### src/adc_cycle_map.vh
// adc_cycle_map.vh : constants for the converter cycle and serial port
// assumes a 100 MHz system clock (mclk)
`ifndef ADC_CYCLE_MAP_VH
`define ADC_CYCLE_MAP_VH

`define CLK_PERIOD_NS      10
`define POR_TIME_NS        1000000
`define POR_CYCLES         ((`POR_TIME_NS + `CLK_PERIOD_NS - 1) / `CLK_PERIOD_NS)
`define XFER_BITS          32
`define IN_WORD_BITS       8
`define ADDR_BITS          5
`define RESULT_BITS        32
`define DEFAULT_ADDR       5'h00
`define CTRL_UPDATE        3'h5
`define CTRL_KEEP_A        3'h4
`define CTRL_KEEP_B        3'h0
`define ISCK_HALF_CYCLES   16'h0032
`define CONV_CYCLES        32'h00001000
`define CONV_DIV_50HZ      32'h00001400
`define CONV_DIV_60HZ      32'h000010ab
`define FNULL_DIV          2560
`define OVER_CODE          32'h30000000
`define UNDER_CODE         32'h0fffffff
`define FIFO_DEPTH         8
`define FIFO_WIDTH         32

`endif

### src/result_fifo.v
// result_fifo.v : small flip-flop FIFO for finished conversion words
// assumes one clock, synchronous active-high reset
module result_fifo #(
    parameter WIDTH = 32,
    parameter DEPTH = 8,
    parameter AW    = 3
) (
    input  wire             mclk,
    input  wire             rst,
    input  wire [WIDTH-1:0] in_data,
    input  wire             in_valid,
    output wire             in_ready,
    output reg  [WIDTH-1:0] out_data,
    output wire             out_valid,
    input  wire             out_ready
);
    reg [WIDTH-1:0] mem [0:DEPTH-1];
    reg [AW-1:0]    wr_ptr;
    reg [AW-1:0]    rd_ptr;
    reg [AW:0]      count;
    wire            push;
    wire            pop;

    assign in_ready  = (count != DEPTH);
    assign out_valid = (count != {(AW+1){1'b0}});
    assign push      = in_valid & in_ready;
    assign pop       = out_valid & out_ready;

    always @* begin
        out_data = mem[rd_ptr];
    end

    always @(posedge mclk) begin
        if (rst) begin
            wr_ptr <= {AW{1'b0}};
            rd_ptr <= {AW{1'b0}};
            count  <= {(AW+1){1'b0}};
        end else begin
            if (push) begin
                wr_ptr <= wr_ptr + 1'b1;
            end
            if (pop) begin
                rd_ptr <= rd_ptr + 1'b1;
            end
            if (push & ~pop) begin
                count <= count + 1'b1;
            end else if (pop & ~push) begin
                count <= count - 1'b1;
            end
        end
    end

    always @(posedge mclk) begin
        if (push) begin
            mem[wr_ptr] <= in_data;
        end
    end
endmodule

### src/adc_cycle_serial_port.v
// adc_cycle_serial_port.v : conversion / sleep / data-output cycle and serial port
// assumes all pins are synchronous to mclk; the analog core delivers a result
// word with over/underrange flags; rst stands for the external power-on event
//
// Functional notes
// - cycle is conversion, sleep, data output
// - after conversion sleep while select high
// - sleep holds result in shift register
// - select low enables output, wakes device
// - select high floats serial data output
// - conversion and sleep drive status out
// - select high before first clock: sleep
// - after first rising clock shift both ways
// - select rise mid transfer starts conversion
// - output bit changes on falling clock
// - output ends after 32 bits, converts
// - sample input on rising clock edges
// - new channel used by next conversion
// - serial input ignored outside data output
// - clock mode from pin at reset/select fall
// - pull-up enabled in internal clock mode
// - frequency pin level picks 50/60 null
// - clocked frequency pin is system clock
// - one output word per conversion
// - calibration inside conversion, timing unchanged
// - distinct overrange and underrange codes
// - modes set by pin timing only
// - 8-bit input word, control 101 updates
// - first address bit selects single-ended
// - first conversion uses address 00000
// - 1 ms internal reset clears registers
`include "adc_cycle_map.vh"
module adc_cycle_serial_port #(
    parameter POR_CYCLES = `POR_CYCLES,
    parameter CONV_CYCLES = `CONV_CYCLES,
    parameter ISCK_HALF  = `ISCK_HALF_CYCLES
) (
    input  wire        mclk,
    input  wire        rst,
    input  wire        cs_n,
    input  wire        sck_in,
    output reg         sck_out,
    output wire        sck_oe,
    output wire        sck_pullup,
    input  wire        sdi,
    output wire        sdo_out,
    output wire        sdo_oe,
    input  wire        freq_select_pin,
    input  wire        ext_clk_detect,
    input  wire [31:0] core_result,
    input  wire        core_overrange,
    input  wire        core_underrange,
    output reg         conv_start,
    input  wire        core_done,
    output reg  [4:0]  channel_addr,
    output wire        single_ended_select,
    output reg         calibrate,
    output reg  [1:0]  notch_mode,
    output wire [31:0] fifo_data,
    output wire        fifo_valid,
    input  wire        fifo_ready,
    output reg         busy
);
    // ------------------------------------------------------------
    // states
    // ------------------------------------------------------------
    localparam ST_POR   = 3'h0;
    localparam ST_CONV  = 3'h1;
    localparam ST_SLEEP = 3'h2;
    localparam ST_WAIT  = 3'h3;
    localparam ST_XFER  = 3'h4;

    reg [2:0]  state;
    reg [31:0] por_cnt;
    reg [31:0] conv_cnt;
    reg [31:0] shift_out;
    reg [7:0]  shift_in;
    reg [5:0]  bit_cnt;
    reg        int_mode;
    reg        cs_q;
    reg        sck_q;
    reg [15:0] div_cnt;
    reg        sdo_bit;
    reg [31:0] conv_word;
    reg        conv_pending;
    wire       sck_eff;
    wire       sck_rise;
    wire       sck_fall;
    wire       cs_fall;
    wire       cs_rise;
    wire       fifo_in_ready;
    reg        fifo_push;

    assign sck_eff  = int_mode ? sck_out : sck_in;
    assign sck_rise = sck_eff & ~sck_q;
    assign sck_fall = ~sck_eff & sck_q;
    assign cs_fall  = ~cs_n & cs_q;
    assign cs_rise  = cs_n & ~cs_q;

    // ------------------------------------------------------------
    // pin drivers
    // ------------------------------------------------------------
    assign sdo_oe     = ~cs_n;
    // status: low when a result is ready (sleep), high while converting
    assign sdo_out    = (state == ST_XFER) ? sdo_bit :
                        (state == ST_WAIT) ? sdo_bit : (state != ST_SLEEP);
    assign sck_oe     = int_mode & (state == ST_XFER);
    assign sck_pullup = int_mode;
    assign single_ended_select = channel_addr[4];

    // ------------------------------------------------------------
    // conversion word with range codes
    // ------------------------------------------------------------
    always @* begin
        if (core_overrange) begin
            conv_word = `OVER_CODE;
        end else if (core_underrange) begin
            conv_word = `UNDER_CODE;
        end else begin
            conv_word = core_result;
        end
    end

    // ------------------------------------------------------------
    // main cycle
    // ------------------------------------------------------------
    always @(posedge mclk) begin
        if (rst) begin
            state        <= ST_POR;
            por_cnt      <= 32'h0;
            conv_cnt     <= 32'h0;
            shift_out    <= 32'h0;
            shift_in     <= 8'h0;
            bit_cnt      <= 6'h0;
            int_mode     <= 1'b0;
            cs_q         <= 1'b1;
            sck_q        <= 1'b0;
            sck_out      <= 1'b0;
            div_cnt      <= 16'h0;
            sdo_bit      <= 1'b1;
            conv_start   <= 1'b0;
            channel_addr <= `DEFAULT_ADDR;
            calibrate    <= 1'b0;
            notch_mode   <= 2'h0;
            busy         <= 1'b1;
            fifo_push    <= 1'b0;
            conv_pending <= 1'b0;
        end else begin
            cs_q       <= cs_n;
            sck_q      <= sck_eff;
            conv_start <= 1'b0;
            fifo_push  <= 1'b0;
            // notch: 2 = external clock, 1 = 50 Hz, 0 = 60 Hz
            notch_mode <= ext_clk_detect ? 2'h2 :
                          (freq_select_pin ? 2'h1 : 2'h0);
            case (state)
            ST_POR: begin
                por_cnt <= por_cnt + 32'h1;
                if (por_cnt >= POR_CYCLES - 1) begin
                    int_mode   <= ~sck_in;
                    state      <= ST_CONV;
                    conv_start <= 1'b1;
                    calibrate  <= 1'b1;
                    conv_cnt   <= 32'h0;
                end
            end
            ST_CONV: begin
                busy     <= 1'b1;
                conv_cnt <= conv_cnt + 32'h1;
                // calibration runs inside the fixed conversion time
                if (conv_cnt == (CONV_CYCLES >> 1)) begin
                    calibrate <= 1'b0;
                end
                if (core_done || conv_cnt >= CONV_CYCLES - 1) begin
                    shift_out <= conv_word;
                    sdo_bit   <= conv_word[`RESULT_BITS-1];
                    fifo_push <= 1'b1;
                    calibrate <= 1'b0;
                    busy      <= 1'b0;
                    state     <= ST_SLEEP;
                end
            end
            ST_SLEEP: begin
                // result held untouched; sdi ignored here
                if (cs_fall) begin
                    int_mode <= ~sck_in;
                    state    <= ST_WAIT;
                    bit_cnt  <= 6'h0;
                    div_cnt  <= 16'h0;
                    sck_out  <= 1'b0;
                end
            end
            ST_WAIT: begin
                if (cs_n) begin
                    state <= ST_SLEEP;
                end else begin
                    state <= ST_XFER;
                end
            end
            ST_XFER: begin
                if (int_mode) begin
                    div_cnt <= div_cnt + 16'h1;
                    if (div_cnt == ISCK_HALF - 16'h1) begin
                        div_cnt <= 16'h0;
                        if (bit_cnt < `XFER_BITS || sck_out) begin
                            sck_out <= ~sck_out;
                        end
                    end
                end
                if (sck_rise && bit_cnt < `XFER_BITS) begin
                    bit_cnt <= bit_cnt + 6'h1;
                    if (bit_cnt < `IN_WORD_BITS) begin
                        shift_in <= {shift_in[6:0], sdi};
                    end
                end
                // a fall ahead of the first rise must not lose the msb
                if (sck_fall && bit_cnt != 6'h0) begin
                    shift_out <= {shift_out[30:0], 1'b0};
                    sdo_bit   <= shift_out[30];
                end
                if (cs_rise && bit_cnt == 6'h0) begin
                    state   <= ST_SLEEP;
                    sck_out <= 1'b0;
                end else if (cs_rise || (bit_cnt == `XFER_BITS && !sck_eff)) begin
                    state      <= ST_CONV;
                    conv_start <= 1'b1;
                    calibrate  <= 1'b1;
                    conv_cnt   <= 32'h0;
                    busy       <= 1'b1;
                    sck_out    <= 1'b0;
                end
            end
            default: begin
                state <= ST_POR;
            end
            endcase
            // channel update once 8 input bits are in
            if (state == ST_XFER && sck_rise && bit_cnt == `IN_WORD_BITS - 1
                && shift_in[6:4] == `CTRL_UPDATE) begin
                channel_addr <= {shift_in[3:0], sdi};
            end
        end
    end

    // ------------------------------------------------------------
    // result buffer
    // ------------------------------------------------------------
    result_fifo #(
        .WIDTH (`FIFO_WIDTH),
        .DEPTH (`FIFO_DEPTH),
        .AW    (3)
    ) u_fifo (
        .mclk      (mclk),
        .rst       (rst),
        .in_data   (shift_out),
        .in_valid  (fifo_push),
        .in_ready  (fifo_in_ready),
        .out_data  (fifo_data),
        .out_valid (fifo_valid),
        .out_ready (fifo_ready)
    );
    // the fifo copy is a side tap; the serial result never waits on it
    wire unused_ready = fifo_in_ready;
endmodule

### config.mk
export PLATFORM = sky130hd
export DESIGN_NAME = adc_cycle_serial_port
export DESIGN_NICKNAME = d
export VERILOG_FILES = /design/src/result_fifo.v /design/src/adc_cycle_serial_port.v
export VERILOG_INCLUDE_DIRS = /design/src /design/src/src
export SDC_FILE = /design/constraint.sdc
export NUM_CORES = 1
export LEC_CHECK = 0
export BUFFER_PORTS_ARGS = -buffer_cell sky130_fd_sc_hd__buf_2
export CAP_MARGIN = 20
export CORE_ASPECT_RATIO = 0.5
export CORE_MARGIN = 2
export CORE_UTILIZATION = 50
export CTS_BUF_LIST = sky130_fd_sc_hd__clkbuf_16
export DETAILED_ROUTE_END_ITERATION = 6
export GPL_TIMING_DRIVEN = 0
export PLACE_DENSITY = 0.78
export SKIP_CTS_REPAIR_TIMING = 1
export SYNTH_ARGS = -nofsm -noshare
export SYNTH_HDL_FRONTEND = slang
export SYNTH_HIERARCHICAL = 1
export SYNTH_SLANG_ARGS = --single-unit
export TNS_END_PERCENT = 30
### constraint.sdc
create_clock -name mclk -period 8.5 [get_ports mclk]
set_input_delay 1.7 -clock mclk [delete_from_list [all_inputs] [get_ports mclk]]
set_output_delay 1.7 -clock mclk [all_outputs]
set_load 0.01 [all_outputs]
* Word-level counts from Yosys, hierarchy flattened
Memories as Yosys holds them, arrays and structs flattened. A register that Yosys moved wholly into a read port is not among the register bits.
Cells that the tools add are included.
W data, S select, Z words.
** Storage, ports and cells
- Flip-flop bits (word level) :: 154
- Memory bits (writable) :: 256
- Input bits :: 43
- Output and inout bits :: 49
- Logic and storage cells :: 169
- Memories :: 1
** Memory list
- u_fifo.mem :: words 8, bits a word 32, rd ports 1, clocked after memory_dff 1, wr ports 1, line result_fifo.v:17 : reg [WIDTH-1:0] mem [0:DEPTH-1];
** Operators by class
- Add/sub/neg operators :: 8
- Magnitude comparators :: 4
- Eq/ne operators :: 24
- Muxes and demuxes :: 60
- Bitwise logic cells :: 18
- Reduce and logical (&&, ||, !) cells :: 32
** Operator list (number)
- $mux W32 :: 7
- $pmux W32 S3 :: 1
- $add A32 B1 Y32 const B :: 2
- $pmux W32 S2 :: 1
- $mux W16 :: 3
- $eq A32 B12 Y1 const B :: 1
- $ge A32 B12 Y1 const B :: 1
- $ge A32 B17 Y1 const B :: 1
- $pmux W16 S2 :: 1
- $mux W1 :: 26
- $mux W3 :: 8
- $reduce_and A3 Y1 :: 6
- $add A16 B1 Y16 const B :: 1
- $eq A16 B6 Y1 const B :: 1
- $ne A2 B2 Y1 const B :: 8
- $ne A4 B4 Y1 const B :: 4
- $pmux W3 S5 :: 1
- $mux W6 :: 2
- $pmux W6 S2 :: 1
- $pmux W1 S2 :: 5
- $reduce_and A5 Y1 :: 2
- $and A1 B1 Y1 :: 9
- $not A1 Y1 :: 9
- $mux W4 :: 2
- other kinds (26) :: 43

* Longest topological paths before layout
Gate-level depths: netlist of the first run.
- Word-level depth :: 8
- Mapped depth :: 11
- Depth with buffers taken out :: 10

* Modules after synthesis
Netlist of the first run, hierarchy kept.
** Modules (own cells, without submodules)
- result_fifo :: instances 1, cells each 443, area each 10396.2 µm², seq. area each 7947.6 µm²
- adc_cycle_serial_port :: instances 1, cells each 854, area each 6827.8 µm², seq. area each 2882.8 µm²

* Worst setup path after synthesis of the first run
No wires, ideal clock.
- Path type :: reg2reg
- Start point :: reg u_fifo.count[0]
- End point :: mem u_fifo.mem[0][0], enable pin
- Setup time :: 0.501 ns
- Arrival time :: 3.864 ns
- Required time :: 7.999 ns
- Slack :: 4.135 ns
- Cell stages (with the launch flop) :: 5
- Buffers on the path :: 1
- Clock period less this slack :: 4.365 ns
- Path through :: dfxtp_1 -> or4b_1 -> clkbuf_1 -> nand2_2 -> nor4_1
** On the way
- Word-level cells in the longest chain between the ends :: 4
** RTL lines
- start, declared :: line result_fifo.v:20 : reg [AW:0] count;
- start signal, assigned :: line result_fifo.v:37 : count <= {(AW+1){1'b0}};
- start signal, assigned :: line result_fifo.v:46 : count <= count + 1'b1;
- start signal, assigned :: line result_fifo.v:48 : count <= count - 1'b1;
- $ne A4 B4 Y1 :: line result_fifo.v:24 : assign in_ready = (count != DEPTH);
- net fifo_in_ready :: line adc_cycle_serial_port.v:91 : wire fifo_in_ready;
- $and A1 B1 Y1 :: line result_fifo.v:26 : assign push = in_valid & in_ready;
- $mux W1 :: line result_fifo.v:54 : if (push) begin
- $mux W1 (not written as such) :: line result_fifo.v:55 : mem[wr_ptr] <= in_data;
- end, declared :: line result_fifo.v:17
The timed path passes the listed nets, and every way through them passes these cells.

* Worst setup path in the final report of the first run
- Start point :: reg state[2]
- End point :: out sck_oe
** On the way
- Word-level cells in the longest chain between the ends :: 2
** RTL lines
- start, declared :: line adc_cycle_serial_port.v:73 : reg [2:0] state;
- start signal, assigned :: line adc_cycle_serial_port.v:129 : state <= ST_POR;
- start signal, assigned :: line adc_cycle_serial_port.v:161 : state <= ST_CONV;
- start signal, assigned :: line adc_cycle_serial_port.v:180 : state <= ST_SLEEP;
- $eq A3 B3 Y1 :: line adc_cycle_serial_port.v:107 : assign sck_oe = int_mode & (state == ST_XFER);
- $and A1 B1 Y1 :: line adc_cycle_serial_port.v:107
- end, declared :: line adc_cycle_serial_port.v:43 : output wire sck_oe,
Every way passes these cells.

==> flow_metrics.tcl, run 1 <==
set metrics [dict create \
    hpwl_um 26900 \
    core-area_um2 33500 \
    power_density_nw_per_um2 243 \
    insertion_delay_ps 540 \
    synth.cell_area_um2 17200 \
    grt_max_degree 26 \
    rsz0062_at_grt "false" \
    nNetsFinal 1504 \
    dr.first_iter.drc_count 1042 \
    fin_skew_ps 24.5 \
    critPathKind "flop to output pin" \
    arrival_ps 3540 \
    start_util_pct 51.5 \
    finalHoldViolations 0 \
    synth_edf_count 256 \
    whs_ps 501 \
    finalCritPeriodShare_pct 61.6 \
    ys_ff_latch 413 \
    yosysUniqueCellTypes 60 \
    clk_path_buf_depth 3 \
    synthFlopType "edfxtp_1" \
    ys_warn_count 6 \
    period_minus_slack_ps 5240 \
    cts_tree "yes" \
    worst_setup_path_end_kind "output pin" \
    cp-startpoint "state[2]" \
    path_clk_slew_ps 70 \
    setup_viol 0 \
    layout-drive-gt1-share_pct 16.8 \
    port_buffers 90 \
    final.fill_count 2384 \
    crit_path_start_kind "flop" \
    vias 11500 \
    r2r-start "state[2]" \
    antenna_left 0 \
    routed_wl_um 39900 \
    die_y_um 135 \
    die_area_um2 36000 \
    min_from "por_cnt[1]" \
    antenna_found_initial 3 \
    max_freq_mhz 191 \
    avgSynthCellArea_um2 13.3 \
    critical_path_required_ps 6800 \
    ys_seq_area_share_pct 62.9 \
    routabilityCongestion 0.893 \
    drc 0 \
    drv_slew 0 \
    synth.net_count 1353 \
    pin_count 92 \
    fin_setup_tns_ps 0 \
    clkSinkCount 413 \
    dr.pass1.iters 5 \
    cap_violations 0 \
    synthArstFlopShare_pct 0 \
    vias_per_cell 5.98 \
    peakVddDrop_mv 0.139 \
    p_leak_nw 6.73 \
    first_global_vias 11400 \
    grtUsageTotal_pct 22.0 \
    syn_inst 1297 \
    cts_buffers 38 \
    cts_root_buf "clkbuf_16" \
    syn_to_final_growth_pct 14.9 \
    maxSlewHeadroom_pct 24.5 \
    status "complete, no violations" \
    tightest_slew_ps 1130 \
    fp-row-count 47 \
    wire_per_inst_um 20.7 \
    clock_tree.htree_level_count 2 \
    min_path_type "flop to flop" \
    die_w_um 266 \
    grt_first_pass_wirelength_um 61600 \
    path_max_fanout 10 \
    grt.overflow.total 0 \
]
[layout make-up]
cell class                      count  area [um^2]  area share, %
Inverter                           24         90.1          0.455
Buffer                             68          317           1.60
Tap cell                          441          552           2.79
Sequential cell                   413        10800           54.7
Multi-Input combinational cell    792         6040           30.5
Antenna cell                        3         7.51         0.0379
Clock inverter                     31          275           1.39
Clock buffer                       39          976           4.93
Timing Repair Buffer              111          702           3.55
[flip-flops by register name (all words and copies together) (netlist names), 4 cells and up, named ones only]
register	flops
u_fifo/count	4
u_fifo/mem	256
channel_addr	5
shift_out	32
bit_cnt	6
shift_in	7
div_cnt	16
conv_cnt	32
por_cnt	32
[cells in the final DEF (no fill, tap or decap), drive strengths merged, types with 3 or more instances in the layout]
| master | count |
|---|---|
| nor4 | 14 |
| and4 | 8 |
| nor3b | 6 |
| diode | 3 |
| nor2b | 6 |
| a21oi | 82 |
| dfxtp | 157 |
| and3 | 22 |
| buf | 132 |
| nand4 | 20 |
| xnor2 | 32 |
| ha | 12 |
| or3 | 27 |
| o21ai | 31 |
| and2 | 6 |
| o31ai | 7 |
| nor3 | 49 |
| clkinv | 13 |
| a31oi | 3 |
| mux2 | 33 |
| a21o | 3 |
| nand2 | 60 |
| clkbuf | 86 |
| inv | 36 |
| nor2 | 164 |
| a211oi | 33 |
| or4 | 7 |
| mux4 | 64 |
| xor2 | 23 |
| nand3b | 3 |
| nand3 | 29 |
| bufinv | 4 |
| edfxtp | 256 |
| a2111oi | 5 |
| mux2i | 18 |
[critical path, cell delays in order, from the launching register on]
cell	delay [ps]
dfxtp_1	370
clkbuf_1	310
nor3b_1	890
clkbuf_1	540
buf_1	550
and2_1	210
buf_2	120
[stage by stage]
stage / power, W / setup WS, ps / cell area, um^2 / cells / util [%]
global route: 0.00497 / 3100 / 19800 / 1922 / 59.1
finish: 0.00482 / 3260 / 19800 / 1922 / 59.1
global placement: 0.00310 / 1320 / 18200 / 1828 / 54.5
detailed placement: 0.00314 / 3920 / 18500 / 1849 / 55.4
CTS: 0.00483 / 3330 / 19800 / 1919 / 59.1
floorplan: 0.00290 / 4130 / 17200 / 1297 / -
[cells by family (layout without fill, tap and decap cells)]
| logic type | after synthesis | in the layout | share of synthesized area [%] |
|---|---|---|---|
| AOI/OAI and AO/OA | 176 | 176 | 6.14 |
| and+or+nand+nor | 433 | 433 | 12.4 |
| adders and majority gates | 13 | 13 | 0.988 |
| buffers and inverters | 92 | 273 | 2.36 |
| DFF | 413 | 413 | 62.9 |
| muxes | 115 | 115 | 12.4 |
| xor gates and xnor gates | 55 | 55 | 2.80 |
| other | 0 | 3 | 0 |
[Yosys cell counts (3+ instances only)]
| library cell | n | area (um^2) |
|---|---|---|
| edfxtp_1 | 256 | 7690 |
| nor2b_1 | 6 | 37.5 |
| xor2_1 | 23 | 201 |
| nand3b_1 | 3 | 22.5 |
| nor3b_1 | 6 | 45.0 |
| nand2_1 | 59 | 221 |
| a2111oi_0 | 5 | 43.8 |
| and3_1 | 21 | 131 |
| inv_1 | 23 | 86.3 |
| and2_1 | 6 | 37.5 |
| buf_1 | 9 | 33.8 |
| a31oi_1 | 3 | 18.8 |
| clkbuf_1 | 47 | 176 |
| nand4_1 | 20 | 125 |
| mux2_2 | 33 | 372 |
| o21ai_0 | 30 | 150 |
| mux4_1 | 40 | 1050 |
| buf_2 | 4 | 20.0 |
| mux4_2 | 24 | 541 |
| dfxtp_1 | 157 | 3140 |
| a21oi_1 | 82 | 410 |
| buf_6 | 7 | 78.8 |
| o31ai_1 | 7 | 52.6 |
| mux2i_1 | 18 | 180 |
| nor2_1 | 164 | 616 |
| or3_1 | 27 | 169 |
| and4_1 | 8 | 70.1 |
| or4_1 | 7 | 52.6 |
| xnor2_1 | 32 | 280 |
| nor4_1 | 14 | 87.6 |
| nor3_1 | 48 | 240 |
| a21o_1 | 3 | 22.5 |
| nand3_1 | 29 | 145 |
| ha_1 | 12 | 150 |
| a211oi_1 | 33 | 248 |
[final timing paths]
path / end / slack (ps) / depth (start not counted)
max: sck_oe / 3260 / 6
min reg2reg: por_cnt[1] / 500 / 2
min: por_cnt[1] / 500 / 2
max reg2reg: shift_out[22] / 5170 / 6
[routing by layer]
layer / up-vias / wire [um] / GRT usage [%]
li1: 5233 / - / -
met1: 5669 / 15500 / 26.4
met2: 462 / 20700 / 40.2
met3: 121 / 2250 / 3.11
met4: 0 / 1400 / 8.93
met5: - / 0 / 0
[report_power, final]
part,switching [W],internal [W]
logic,0.000413,0.000370
registers,0.0000982,0.00223
clock network,0.000740,0.000964
Note: power is estimated with default switching activity, not from simulation.
==> run 2, diff against run 1 <==
--- a/config.mk
+++ b/config.mk
@@ -14,7 +14,7 @@
 export CTS_BUF_LIST = sky130_fd_sc_hd__clkbuf_16
 export DETAILED_ROUTE_END_ITERATION = 6
 export GPL_TIMING_DRIVEN = 0
-export PLACE_DENSITY = 0.78
+export PLACE_DENSITY = 0.81
 export SKIP_CTS_REPAIR_TIMING = 1
 export SYNTH_ARGS = -nofsm -noshare
 export SYNTH_HDL_FRONTEND = slang
==> constraint.sdc (replaced) <==
create_clock -name mclk -period 4.6 [get_ports mclk]
set_input_delay 0.92 -clock mclk [delete_from_list [all_inputs] [get_ports mclk]]
set_output_delay 0.92 -clock mclk [all_outputs]
set_load 0.01 [all_outputs]
==> flow_metrics.tcl, run 2 (synthesis results as in run 1) <==
set metrics [dict create \
    die_w_um 266 \
    first_global_vias 11300 \
    tightest_slew_ps 956 \
    maxSlewHeadroom_pct 36.1 \
    antennaDiodeCount 0 \
    core-area_um2 33500 \
    rr_worst_depth 6 \
    routed_wl_um 40300 \
    crit_path_frequent_cell "clkbuf_1" \
    regMostFlops "u_fifo/mem" \
    status "complete, no violations" \
    finalCritPeriodShare_pct 95.6 \
    crit_chain "clkbuf_1 -> nor3b_1 -> clkbuf_1 -> buf_1 -> and2_1 -> buf_2" \
    clock_tree.htree_level_count 2 \
    final_cell_mix "edfxtp_1 (256), nor2_1 (161), dfxtp_1 (157), buf_2 (94), a21oi_1 (82)" \
    fin_setup_tns_ps 0 \
    dr.first_iter.drc_count 1071 \
    cp_top_family "buffers and inverters" \
    critPathKind "flop to output pin" \
    rrSetupSlack_ps 1290 \
    slowest_stage "nor3b_1" \
    period_minus_slack_ps 4400 \
    wire_per_inst_um 21.0 \
    placed_cell_area_um2 18500 \
    final_util_pct 59.0 \
    die_area_um2 36000 \
    hpwl_um 26000 \
    worst_setup_path_end_kind "output pin" \
    cts_buffers 38 \
    place_ws_ps 861 \
    finalNonFillerCells 1919 \
    pin_count 92 \
    antenna_found_initial 0 \
    grt_max_degree 25 \
    nNetsFinal 1504 \
    drv_slew 0 \
    whs_path_depth 2 \
    drc 0 \
    syn_to_final_growth_pct 14.7 \
    critical_path_required_ps 3680 \
    max_stage_delay_ps 820 \
    grtUsageTotal_pct 22.2 \
    antenna_left 0 \
    dr.pass1.iters 6 \
    fin_skew_ps 34.2 \
    dp_cells 1849 \
    max_freq_mhz 227 \
    rsz0062_at_grt "false" \
    cts_tree "yes" \
    peakVddDrop_mv 0.275 \
    crit_path_start_kind "flop" \
    clk_path_buf_depth 3 \
    setup_ws_ps 200 \
    largest_reg_flops 256 \
    routabilityCongestion 0.821 \
    start_util_pct 51.5 \
    die_y_um 135 \
    grt_first_pass_wirelength_um 61500 \
    fp-row-count 47 \
    finalHoldViolations 0 \
    cts_root_buf "clkbuf_16" \
    p_leak_nw 6.72 \
    layout-drive-gt1-share_pct 17.0 \
    path_depth 6 \
    min_path_type "flop to flop" \
    cap_violations 0 \
    path_clk_slew_ps 60 \
    power_density_nw_per_um2 449 \
    arrival_ps 3480 \
    grt.overflow.total 0 \
    path_max_fanout 10 \
    vias_per_cell 6.00 \
    fin_area_um2 19800 \
    vias 11500 \
    clkSinkCount 413 \
    layout_commonest_cell "edfxtp_1" \
    port_buffers 90 \
    setup_viol 0 \
    cp_num_buf_inv 4 \
    insertion_delay_ps 550 \
]
[run 2: worst paths after layout]
check              from             to
max            state[2]         sck_oe
min          por_cnt[1]     por_cnt[1]
max reg2reg    state[2]  shift_out[24]
min reg2reg  por_cnt[1]     por_cnt[1]
[run 2: power by group]
group / internal (W) / leakage, nW / switching [W]
logic: 0.000680 / 2.46 / 0.000774
registers: 0.00412 / 3.63 / 0.000177
clock network: 0.00173 / 0.636 / 0.00139
total: 0.00653 / 6.72 / 0.00234
[run 2: tightest hold or removal path, cell delays in order, from the launching register on]
cell and delay (ps):
dfxtp_1 320, nand2_1 60, a21oi_1 50
[run 2: metrics by stage]
step	hold slack [ps]	power (W)
final	480	0.00887
after global routing	516	0.00918
after detailed placement	475	0.00580
after global placement	457	0.00575
after floorplan	449	0.00535
after CTS	484	0.00890
[run 2: layer usage]
layer / track usage, % / part of all wire (%) / vias to the layer above / wire (um)
li1: - / - / 5233 / -
met1: 27.2 / 39 / 5594 / 15900
met2: 38.5 / 49 / 539 / 19800
met3: 3.80 / 6.9 / 140 / 2800
met4: 10.8 / 4.4 / 0 / 1770
met5: 0 / 0 / - / 0
[run 2: layout make-up]
type | instances | area (um^2)
buffer | 68 | 317
clock buffer | 39 | 976
fill | 2396 | 13700
multi-input combinational | 792 | 6040
tap | 441 | 552
clock inverter | 31 | 246
sequential | 413 | 10800
timing repair buffer | 111 | 706
inverter | 24 | 90.1
==> run 3, diff against run 2 <==
--- a/config.mk
+++ b/config.mk
@@ -14,7 +14,7 @@
 export CTS_BUF_LIST = sky130_fd_sc_hd__clkbuf_16
 export DETAILED_ROUTE_END_ITERATION = 6
 export GPL_TIMING_DRIVEN = 0
-export PLACE_DENSITY = 0.81
+export PLACE_DENSITY = 0.69
 export SKIP_CTS_REPAIR_TIMING = 1
 export SYNTH_ARGS = -nofsm -noshare
 export SYNTH_HDL_FRONTEND = slang
==> flow_metrics.tcl, run 3 (synthesis results as in run 1) <==
set metrics [dict create \
    status "complete, no violations" \
    wire_per_inst_um 20.3 \
    die_w_um 266 \
    core-area_um2 33500 \
    finalCritPeriodShare_pct 94.7 \
    peakVddDrop_mv 0.250 \
    regMostFlops "u_fifo/mem" \
    grt_first_pass_wirelength_um 61500 \
    routabilityCongestion 0.843 \
    max_stage_delay_ps 840 \
    crit_path_frequent_cell "clkbuf_1" \
    m1WireLength_um 16200 \
    critPathKind "flop to output pin" \
    nNetsFinal 1504 \
    design_power_total_w 0.00865 \
    syn_to_final_growth_pct 14.3 \
    die_y_um 135 \
    rr_worst_depth 10 \
    arrival_ps 3440 \
    finalHoldViolations 0 \
    worstHoldEndpoint "por_cnt[1]" \
    p_leak_nw 6.69 \
    max_freq_mhz 229 \
    antenna_left 0 \
    rsz0062_at_grt "false" \
    cts_tree "yes" \
    met2WireLength_um 19700 \
    dr.first_iter.drc_count 851 \
    period_minus_slack_ps 4360 \
    largest_reg_flops 256 \
    layout-drive-gt1-share_pct 16.8 \
    tightest_slew_ps 1050 \
    slowest_stage "nor3b_1" \
    vias_per_cell 5.87 \
    start_util_pct 51.5 \
    min_from "por_cnt[1]" \
    fp-row-count 47 \
    final_cell_mix "edfxtp_1 (256), nor2_1 (161), dfxtp_1 (157), buf_2 (94), a21oi_1 (82)" \
    path_max_fanout 10 \
    cap_violations 0 \
    path_clk_slew_ps 70 \
    port_buffers 90 \
    cts_buffers 37 \
    hpwl_um 26800 \
    r2r-end "conv_cnt[31]" \
    layout_commonest_cell "edfxtp_1" \
    crit_chain "clkbuf_1 -> nor3b_1 -> clkbuf_1 -> buf_1 -> and2_1 -> buf_2" \
    vias 11300 \
    first_global_vias 11500 \
    wl_met3_um 1950 \
    cts_root_buf "clkbuf_16" \
    dr.pass1.iters 7 \
    fin_skew_ps 13.5 \
    grtUsageTotal_pct 21.9 \
    routed_wl_um 39000 \
    die_area_um2 36000 \
    min_path_type "flop to flop" \
    pin_count 92 \
    critical_path_required_ps 3680 \
    rrSetupSlack_ps 1410 \
    whs_ps 484 \
    clk_path_buf_depth 3 \
    drc 0 \
    clock_tree.htree_level_count 2 \
    top_layer_used "met4" \
    grt_max_degree 26 \
    crit_path_start_kind "flop" \
    insertion_delay_ps 540 \
    clkSinkCount 413 \
    drv_slew 0 \
    grt.overflow.total 0 \
    setup_viol 0 \
    antenna_found_initial 2 \
    power_density_nw_per_um2 439 \
    r2r-start "bit_cnt[0]" \
    whs_path_depth 2 \
    maxSlewHeadroom_pct 29.6 \
    worst_setup_path_end_kind "output pin" \
]
run 3: changes by cell type in the layout (fill, tap and decap cells not counted):
cell	before	now
inv_8	1	0
clkinv_4	1	0
clkbuf_16	39	38
clkinv_1	7	9
inv_16	0	1
clkinv_8	2	1
bufinv_16	3	1
buf_6	17	16
diode_2	0	2
buf_4	7	8
buf_8	2	3
inv_6	0	1
run 3: critical path, delay by kind of cell (launching register included):
kind	cells	cell delay, ps
AND/OR/NAND/NOR	2	1060
buffers and inverters	4	1480
flip-flops	1	360
run 3: metal layers:
metal / up-vias / global-route usage [%]
li1: 5236 / -
met1: 5657 / 27.6
met2: 308 / 38.5
met3: 77 / 3.71
met4: 0 / 7.77
met5: - / 0
run 3: area by class of cell:
| cell class | instances | area [um^2] |
|---|---|---|
| fill | 2562 | 13800 |
| sequential | 413 | 10800 |
| multi-input combinational | 792 | 6040 |
| timing repair buffer | 112 | 717 |
| clock inverter | 30 | 186 |
| clock buffer | 38 | 951 |
| buffer | 68 | 317 |
| antenna | 2 | 5.00 |
| tap | 441 | 552 |
| inverter | 24 | 90.1 |
run 3: per-stage QoR:
step / instances / area [um^2] / utilization [%] / setup slack [ps] / TNS, ps
final: 1920 / 19700 / 58.8 / 242 / 0
after global routing: 1920 / 19700 / 58.8 / 9.57 / 0
after CTS: 1918 / 19700 / 58.8 / 238 / 0
after detailed placement: 1850 / 18500 / 55.4 / 838 / 0
after global placement: 1828 / 18200 / 54.5 / -3060 / -256480
after floorplan: 1297 / 17200 / - / 235 / 0
run 3: power by group:
| part | internal (W) | switching, W |
|---|---|---|
| Clock | 0.00157 | 0.00135 |
| Sequential | 0.00412 | 0.000174 |
| Combinational | 0.000682 | 0.000748 |
| Total | 0.00638 | 0.00227 |
run 3: worst max path at each step:
stage	startpoint	to	slack, ps	cells after the start
6_report	state[2]	sck_oe	240	6
5_1_grt	state[2]	sck_oe	10	6
4_1_cts	state[2]	sck_oe	240	6
3_5_place_dp	state[2]	sck_oe	840	6
3_3_place_gp	u_fifo/count[0]	u_fifo/mem[0][15]	-3060	4
2_1_floorplan	u_fifo/count[0]	u_fifo/mem[0][0]	230	4
